==> config.mk <==
export PLATFORM = sky130hd
export DESIGN_NAME = czc_top
export DESIGN_NICKNAME = d
export VERILOG_FILES = /design/src/inc/czc_pkg.sv /design/src/core/czc_top.sv
export VERILOG_INCLUDE_DIRS = /design/src /design/src/inc
export SDC_FILE = /design/constraint.sdc
export NUM_CORES = 1
export LEC_CHECK = 0
export ABC_AREA = 1
export BUFFER_PORTS_ARGS = -buffer_cell sky130_fd_sc_hd__buf_4
export CAP_MARGIN = 25
export CORE_UTILIZATION = 55
export DETAILED_ROUTE_END_ITERATION = 10
export PLACE_DENSITY_LB_ADDON = 0.12
export RECOVER_POWER = 100
export SYNTH_ARGS = -nofsm -noshare
export SYNTH_HDL_FRONTEND = slang
export SYNTH_HIERARCHICAL = 1
export SYNTH_SLANG_ARGS = --single-unit
==> constraint.sdc <==
create_clock -name i_sys_clk -period 6.43 [get_ports i_sys_clk]
set_input_delay 0.643 -clock i_sys_clk [delete_from_list [all_inputs] [get_ports i_sys_clk]]
set_output_delay 0.643 -clock i_sys_clk [all_outputs]
set_load 0.005 [all_outputs]
==> src/inc/czc_defines.svh <==
`ifndef CZC_DEFINES_SVH
`define CZC_DEFINES_SVH
// ----------------------------------------
// Register word addresses
// ----------------------------------------
`define CZC_A_CTRL 4'h0
`define CZC_A_PTYPE 4'h1
`define CZC_A_RSPD 4'h2
`define CZC_A_BSPD 4'h3
`define CZC_A_OUTV 4'h4
`define CZC_A_HSO 4'h5
`define CZC_A_INV 4'h6
`define CZC_A_HSI 4'h7
`define CZC_A_NODE 4'h8
`define CZC_A_EPR 4'h9
`define CZC_A_STAT 4'hA
// ----------------------------------------
// Control fields
// ----------------------------------------
`define CZC_B_MODE 0
`define CZC_B_REL_LO 1
`define CZC_B_REL_HI 2
`define CZC_B_WDACT 3
`define CZC_B_GBYP 4
`define CZC_MODE_MAN 1'h0
`define CZC_MODE_ACC 1'h1
`define CZC_PT_DRV 2'h0
`define CZC_PT_UP 2'h1
`define CZC_PT_DN 2'h2
`define CZC_SPD_MAX 13'h1FFF
`define CZC_NODE_RST 6'h3F
// ----------------------------------------
// Timing
// ----------------------------------------
`define CZC_CLK_HZ 25000000
`define CZC_POLL_TMO_S 10
`define CZC_MS_PER_S 1000
`define CZC_EPR_RST 16'h2710
`endif

==> src/inc/czc_pkg.sv <==
package czc_pkg;
	typedef struct packed {
		logic [3:0] hs;
		logic [3:0] fault;
		logic [3:0] dir;
	} czc_pins_in_t;
	typedef struct packed {
		logic [3:0] hs;
		logic [3:0] run;
		logic [3:0] byp;
		logic [3:0] dir;
		logic [3:0] fault;
	} czc_pins_out_t;
	typedef enum logic [1:0] {
		CZC_REL_SING = 2'b00,
		CZC_REL_QUICK = 2'b01,
		CZC_REL_TRAIN = 2'b10
	} czc_rel_t;
	typedef enum logic [1:0] {
		CZC_WD_IDLE = 2'b00,
		CZC_WD_LIVE = 2'b01,
		CZC_WD_TRIP = 2'b10
	} czc_wd_t;
endpackage

==> src/core/czc_top.sv <==
`timescale 1ns/1ns
`include "czc_defines.svh"

// ----------------------------------------
// Pin synchroniser
// ----------------------------------------
module czc_sync #(
	parameter int W = 12
) (
	input wire logic i_sys_clk,
	input wire logic i_rst_n,
	input wire logic [W-1:0] i_d,
	output logic [W-1:0] o_q
);
	logic [W-1:0] s1_r;
	logic [W-1:0] s2_r;
	logic [W-1:0] s3_r;
	logic [W-1:0] q_nxt;
	// A bit moves only once the two late stages agree
	genvar b;
	for (b = 0; b < W; b++)
	begin : g_b
		assign q_nxt[b] = (s2_r[b] == s3_r[b]) ? s3_r[b] : o_q[b];
	end
	always_ff @(posedge i_sys_clk or negedge i_rst_n)
	begin
		if (!i_rst_n)
		begin
			s1_r <= '0;
			s2_r <= '0;
			s3_r <= '0;
			o_q <= '0;
		end
		else
		begin
			s1_r <= i_d;
			s2_r <= s1_r;
			s3_r <= s2_r;
			o_q <= q_nxt;
		end
	end
endmodule // czc_sync

module czc_top #(
	parameter int P_MS_CYC = `CZC_CLK_HZ / `CZC_MS_PER_S
) (
	input wire logic i_sys_clk,
	input wire logic i_rst_n,
	input wire logic [3:0] i_addr,
	input wire logic [15:0] i_wdata,
	input wire logic i_wr,
	input wire logic i_rd,
	output logic [15:0] o_rdata,
	input wire czc_pkg::czc_pins_in_t i_pins,
	output czc_pkg::czc_pins_out_t o_pins,
	output logic [12:0] o_speed,
	output logic o_wd_trip
);
	czc_pkg::czc_pins_in_t pin_s;
	czc_pkg::czc_pins_out_t pins_nxt;
	czc_pkg::czc_wd_t wd_r;
	czc_pkg::czc_wd_t wd_nxt;
	logic [4:0] ctrl_r;
	logic [7:0] ptype_r;
	logic [12:0] rspd_r;
	logic [12:0] bspd_r;
	logic [15:0] outv_r;
	logic [1:0] hso_r;
	logic [5:0] node_r;
	logic [15:0] epr_r;
	logic [3:0] zrun_r;
	logic [3:0] zrun_nxt;
	logic [15:0] rdata_nxt;
	logic [31:0] tick_r;
	logic [15:0] ms_r;
	logic acc;
	czc_pkg::czc_rel_t rel;
	logic wd_act;
	logic gbyp;
	logic poll;
	logic ms_tick;
	logic trip;
	logic kill;
	logic ds_ready;
	logic us_send;
	logic us_ready;
	logic ds_send;
	logic [3:0] occ;
	logic [12:0] wclip;
	logic [3:0] m_hs;
	logic [3:0] m_run;
	logic [3:0] m_byp;
	logic [3:0] m_dir;

	czc_sync #(
		.W(12)
	) u_sync (
		.i_sys_clk(i_sys_clk),
		.i_rst_n(i_rst_n),
		.i_d(i_pins),
		.o_q(pin_s)
	);

	// ----------------------------------------
	// Decode
	// ----------------------------------------
	assign acc = ctrl_r[`CZC_B_MODE] == `CZC_MODE_ACC;
	assign rel = czc_pkg::czc_rel_t'(ctrl_r[`CZC_B_REL_HI:`CZC_B_REL_LO]);
	assign wd_act = ctrl_r[`CZC_B_WDACT];
	assign gbyp = ctrl_r[`CZC_B_GBYP];
	assign m_hs = outv_r[3:0];
	assign m_run = outv_r[7:4];
	assign m_byp = outv_r[11:8];
	assign m_dir = outv_r[15:12];
	assign ds_ready = hso_r[0];
	assign us_send = hso_r[1];
	// Values past the field width clip to the top speed
	assign wclip = (i_wdata > 16'(`CZC_SPD_MAX)) ? `CZC_SPD_MAX
		: i_wdata[12:0];
	// Any output-variable write counts as a poll
	assign poll = i_wr && (i_addr == `CZC_A_OUTV || i_addr == `CZC_A_HSO);

	// ----------------------------------------
	// Poll watchdog
	// ----------------------------------------
	assign ms_tick = tick_r == 32'(P_MS_CYC - 1);
	assign trip = wd_r == czc_pkg::CZC_WD_TRIP;
	// Action zero drops the handshake, run and bypass outputs; action one holds them
	assign kill = trip && !wd_act;
	always_comb
	begin
		wd_nxt = wd_r;
		case (wd_r)
			czc_pkg::CZC_WD_IDLE:
				if (poll)
					wd_nxt = czc_pkg::CZC_WD_LIVE;
			czc_pkg::CZC_WD_LIVE:
				if (!poll && ms_tick && ms_r + 16'h0001 >= epr_r)
					wd_nxt = czc_pkg::CZC_WD_TRIP;
			czc_pkg::CZC_WD_TRIP:
				if (poll)
					wd_nxt = czc_pkg::CZC_WD_LIVE;
			default:
				wd_nxt = czc_pkg::CZC_WD_IDLE;
		endcase
	end

	// ----------------------------------------
	// Accumulation zones
	// ----------------------------------------
	// Zone sensors arrive on the sending lines
	assign occ = pin_s.hs;
	genvar z;
	for (z = 0; z < 4; z++)
	begin : g_zone
		logic n_occ;
		logic n_run;
		logic feed;
		logic permit;
		if (z < 3)
		begin : g_mid
			assign n_occ = occ[z+1];
			assign n_run = zrun_r[z+1];
		end
		else
		begin : g_last
			assign n_occ = !ds_ready;
			assign n_run = ds_ready;
		end
		if (z > 0)
		begin : g_fed
			assign feed = zrun_r[z-1] && occ[z-1];
		end
		else
		begin : g_first
			assign feed = us_send;
		end
		assign permit = (rel == czc_pkg::CZC_REL_SING) ? !n_occ
			: (rel == czc_pkg::CZC_REL_QUICK) ? (!n_occ || n_run)
			: (!n_occ || n_run);
		// Train keeps an empty zone rolling behind a moving one
		assign zrun_nxt[z] = acc && !gbyp && !kill
			&& ((occ[z] && permit) || (!occ[z] && feed)
			|| (rel == czc_pkg::CZC_REL_TRAIN && zrun_r[z] && n_run));
	end
	assign us_ready = !occ[0];
	assign ds_send = occ[3] && zrun_r[3];

	// ----------------------------------------
	// Port outputs
	// ----------------------------------------
	genvar p;
	for (p = 0; p < 4; p++)
	begin : g_port
		logic [1:0] pt;
		logic drv;
		assign pt = ptype_r[2*p+1:2*p];
		assign drv = acc || pt == `CZC_PT_DRV;
		// Driver ports leave the handshake output quiet
		assign pins_nxt.hs[p] = !kill && !drv && m_hs[p];
		// Bypass hands the run line to the host for purging
		assign pins_nxt.run[p] = !kill && ((acc && !gbyp) ? zrun_r[p]
			: m_run[p]);
		assign pins_nxt.byp[p] = !kill && (acc ? gbyp : m_byp[p]);
		assign pins_nxt.dir[p] = pin_s.dir[p]
			|| (!acc && drv && m_dir[p]);
		assign pins_nxt.fault[p] = pin_s.fault[p];
	end

	// ----------------------------------------
	// Read mux
	// ----------------------------------------
	always_comb
	begin
		rdata_nxt = 16'h0000;
		case (i_addr)
			`CZC_A_CTRL: rdata_nxt = {11'h000, ctrl_r};
			`CZC_A_PTYPE: rdata_nxt = {8'h00, ptype_r};
			`CZC_A_RSPD: rdata_nxt = {3'h0, rspd_r};
			`CZC_A_BSPD: rdata_nxt = {3'h0, bspd_r};
			`CZC_A_OUTV: rdata_nxt = outv_r;
			`CZC_A_HSO: rdata_nxt = {14'h0000, hso_r};
			`CZC_A_INV: rdata_nxt = {4'h0, pin_s.dir, pin_s.fault,
				pin_s.hs};
			`CZC_A_HSI: rdata_nxt = {14'h0000, ds_send, us_ready};
			`CZC_A_NODE: rdata_nxt = {10'h000, node_r};
			`CZC_A_EPR: rdata_nxt = epr_r;
			`CZC_A_STAT: rdata_nxt = {14'h0000, trip,
				wd_r != czc_pkg::CZC_WD_IDLE};
			default: rdata_nxt = 16'h0000;
		endcase
		if (!i_rd)
			rdata_nxt = 16'h0000;
	end

	// ----------------------------------------
	// Registers
	// ----------------------------------------
	always_ff @(posedge i_sys_clk or negedge i_rst_n)
	begin
		if (!i_rst_n)
		begin
			ctrl_r <= 5'h00;
			ptype_r <= 8'h00;
			rspd_r <= 13'h0000;
			bspd_r <= 13'h0000;
			outv_r <= 16'h0000;
			hso_r <= 2'h0;
			node_r <= `CZC_NODE_RST;
			epr_r <= `CZC_EPR_RST;
		end
		else if (i_wr)
		begin
			case (i_addr)
				`CZC_A_CTRL: ctrl_r <= i_wdata[4:0];
				`CZC_A_PTYPE: ptype_r <= i_wdata[7:0];
				`CZC_A_RSPD: rspd_r <= wclip;
				`CZC_A_BSPD: bspd_r <= wclip;
				`CZC_A_OUTV: outv_r <= i_wdata;
				`CZC_A_HSO: hso_r <= i_wdata[1:0];
				`CZC_A_NODE: node_r <= i_wdata[5:0];
				`CZC_A_EPR: epr_r <= i_wdata;
				default: ;
			endcase
		end
	end

	always_ff @(posedge i_sys_clk or negedge i_rst_n)
	begin
		if (!i_rst_n)
		begin
			tick_r <= 32'h0000_0000;
			ms_r <= 16'h0000;
			wd_r <= czc_pkg::CZC_WD_IDLE;
		end
		else
		begin
			tick_r <= (poll || ms_tick) ? 32'h0000_0000
				: tick_r + 32'h0000_0001;
			ms_r <= poll ? 16'h0000 : ms_tick ? ms_r + 16'h0001 : ms_r;
			wd_r <= wd_nxt;
		end
	end

	always_ff @(posedge i_sys_clk or negedge i_rst_n)
	begin
		if (!i_rst_n)
		begin
			zrun_r <= 4'h0;
			o_pins <= '0;
			o_speed <= 13'h0000;
			o_rdata <= 16'h0000;
			o_wd_trip <= 1'b0;
		end
		else
		begin
			zrun_r <= zrun_nxt;
			o_pins <= pins_nxt;
			o_speed <= gbyp ? bspd_r : rspd_r;
			o_rdata <= rdata_nxt;
			o_wd_trip <= trip;
		end
	end

	// ----------------------------------------
	// Checks
	// ----------------------------------------
	logic node_wr_r;
	always_ff @(posedge i_sys_clk or negedge i_rst_n)
	begin
		if (!i_rst_n)
			node_wr_r <= 1'b0;
		else if (i_wr && i_addr == `CZC_A_NODE)
			node_wr_r <= 1'b1;
	end
endmodule // czc_top

==> results.py <==
metrics = {
    "clocking": {
        "cts_buffers": 25,
        "cts.path.max_buffers": 3,
        "cts-root-buf": "clkbuf_16",
        "cts_tree": "built",
        "postCtsSetupRepairBufs": 0,
        "htreeDepth": 1,
        "cts_resized": 0,
        "path_clk_slew_ps": 60,
        "clock-sinks": 231,
        "ctsHoldBuffers": 0,
        "clk_latency_ps": 520,
    },
    "final_layout": {
        "fillerInstances": 1588,
        "multi_input_area_um2": 3790,
        "final_area_um2": 12100,
        "regArea_um2": 5790,
        "num_antenna_cells": 0,
        "syn2layout_area_growth_pct": 15.6,
        "layout.nets": 1369,
        "final_layout_size_suffix_gt1_share_pct": 11.6,
    },
    "timing": {
        "fmax_mhz": 312,
        "fin_crit_ps": 3210,
        "worst_pin_slew_ps": 1520,
        "finalHoldViolations": 0,
        "relSlewSlack_pct": -1.74,
        "fin_setup_tns_ps": 0,
        "whs_ps": 76.0,
        "min_period_over_period_pct": 49.9,
        "drv_slew": 27,
        "setup_viol": 0,
        "finClkSkew_ps": 14.3,
        "rsz0062_at_grt": "no",
    },
    "floorplan": {
        "num_io_pins": 86,
        "dieWidth_um": 140,
        "initial_core_util_pct": 56.1,
        "rows": 50,
        "die_h_um": 140,
        "die_area_um2": 19600,
        "core_um2": 18700,
    },
    "critical_path": {
        "path_cells": "clkbuf_1 -> inv_1 -> nand2_1 -> nor2_1 -> nand2_1 -> nand2_1 -> a21oi_1 -> nand2_1 -> a21oi_1",
        "start_kind": "input pin",
        "worstRegToRegCells": 14,
        "crit_fanout": 33,
        "timing.rr.end": "wd_r[0]",
        "slowest_delay_ps": 1080,
        "r2r_slack_ps": 3790,
        "worstSetupPathDepth": 9,
        "r2r-start": "ms_r[0]",
        "critPathMostFrequentCell": "nand2_1",
        "crit_required_ps": 6870,
        "arrival_ps": 3640,
        "critical_path.slowest_cell": "a21oi_1",
        "endpoint_kind": "flop",
        "cp.buffers_inverters": 2,
        "cp_top_family": "simple AND/OR/NAND/NOR gates",
        "crit_type": "input pin to flop",
    },
    "synthesis": {
        "synth_common_cells": "nand2_1 (310), dfrtp_1 (220), inv_1 (164), nor2_1 (136), o21ai_0 (111)",
        "synth_top_area_share_pct": 52.5,
        "seq_area_frac_synth_pct": 55.2,
        "synthTopCellsByArea": "dfrtp_1 (52%), nand2_1 (11%), inv_1 (5.9%), o21ai_0 (5.3%), nor2_1 (4.9%)",
        "synthArstFlopShare_pct": 100,
        "synth_nets": 1277,
        "ys.warnings.count": 6,
        "synth.most_common_cell": "nand2_1",
        "netlist_area_um2": 10500,
        "synth_top_area_cell": "dfrtp_1",
        "synth_ff_type": "dfrtp_1",
        "synth_edf_count": 0,
        "synth_cells": 1223,
        "synth_cell_types": 41,
        "synth_seq_cells": 231,
        "syn_avg_cell_area_um2": 8.58,
    },
    "routing": {
        "drt_pre_antenna_iters": 6,
        "dr.max_layer_used": "met4",
        "ant_nets": 0,
        "via_count": 8424,
        "drc": 0,
        "routed_wl_um": 26400,
        "wl_met2_um": 11900,
        "met1Wirelength_um": 11700,
        "wire_per_inst_um": 16.9,
        "met3_length_um": 1850,
        "avgViaCountPerCell": 5.38,
        "drt_iter0_markers": 632,
    },
    "pwr": {
        "p_leak_uw": 0.00589,
        "ir_worst_vdd_uv": 278,
        "powerDensity_nw_per_um2": 325,
    },
    "place": {
        "place_area_um2": 11300,
        "gp_congestion": 0.963,
        "io_buffers": 85,
        "post-dp-hpwl_um": 18800,
    },
    "run_status": {
        "violations": "capacitance limit, slew limit",
        "status": "finished with violations",
    },
    "grt": {
        "grt_pass1_wl_um": 42200,
        "grt_max_degree": 79,
        "grt_util_all_layers_pct": 27.9,
        "antenna_found_initial": 0,
        "grt_overflow": 0,
        "grt_pass1_vias": 8009,
    },
    "min_path": {
        "hp-class": "input pin to async pin",
    },
    "job": {
        "maxCapViolCount": 1,
    },
}
## worst reg2reg max path, cell delays in order, from the launching register on
cell and delay [ps]:
dfrtp_1 450, ha_1 230, nand3_1 200, nor3_1 360, nand3_1 190, o21ai_1 160
nand2_1 90, ha_1 280, nand2_1 60, nor3_1 200, nand2_1 70, nand2_1 90
nand2_1 60, nand2_1 60, nand2_1 40
## per-layer routing
| metal | up-vias | global-route usage (%) |
|---|---|---|
| met3 | 60 | 4.31 |
| met5 | - | 0 |
| met1 | 3985 | 39.9 |
| li1 | 4045 | - |
| met2 | 334 | 43.4 |
| met4 | 0 | 9.83 |
## flip-flops by register name, summed over array words and instances, names as in the netlist, 13 cells and up
signal	flops
tick_r	32
o_pins	20
epr_r	16
ms_r	16
o_rdata	16
outv_r	16
bspd_r	13
o_speed	13
rspd_r	13
## kinds of logic (layout without fill, tap and decap cells)
logic type                 after synthesis  count (layout)  share of synthesized area (%)
buffers and inverters                  196             306                           7.56
DFF                                    231             231                           55.2
adders and majority gates               18              18                           2.15
and+or+nand+nor                        550             550                           22.0
AOI/OAI and AO/OA                      199             199                           10.6
xor gates and xnor gates                26              26                           2.17
muxes                                    3               3                          0.322
## worst max-delay path by stage
stage | startpoint | end | slack, ps
floorplan | ms_r[0] | wd_r[0] | 4260
global placement | i_addr[2] | bspd_r[8] | 3850
detailed placement | i_addr[2] | bspd_r[2] | 3770
CTS | ms_r[0] | wd_r[0] | 3940
global route | i_addr[0] | tick_r[6] | 2920
finish | i_addr[0] | tick_r[6] | 3220
## placed cells by master (no fill, tap or decap), types with 3 or more instances in the layout
master,count
nor2_1,143
xor2_1,20
nand2_2,5
o21ai_1,5
dfrtp_1,220
o22ai_1,19
clkbuf_1,12
clkinv_2,5
o21ai_0,122
inv_1,167
dfstp_2,11
mux2_2,3
bufinv_16,7
clkbuf_4,58
o211ai_1,3
buf_4,20
a21oi_1,37
nor3_1,36
ha_1,18
clkbuf_16,25
xnor2_1,6
o21bai_1,3
nand3_1,28
nor2_2,3
nand2_1,317
nand4_1,14
## through the flow
step,cells,util (%),total power [µW],worst slack [ps]
3_5_place_dp,1520,60.4,2370,3770
6_report,1567,64.9,3940,3220
2_1_floorplan,1223,-,2100,4260
4_1_cts,1565,65.4,3970,3940
5_1_grt,1567,64.9,4110,2920
3_3_place_gp,1520,60.4,2360,3850
## power breakdown
part	switching [µW]	internal, µW	leakage [µW]
Combinational	327	211	0.00257
Sequential	137	1670	0.00287
Clock	572	1020	0.000447
Total	1040	2900	0.00589
## area by class of cell
type,count,share of cell area [%]
Sequential cell,231,47.8
Tap cell,234,2.41
Clock inverter,14,2.09
Multi-Input combinational cell,796,31.2
Timing Repair Buffer,90,5.68
Inverter,171,5.30
Clock buffer,31,5.51
No activity file was read; power rests on OpenSTA's default activity.
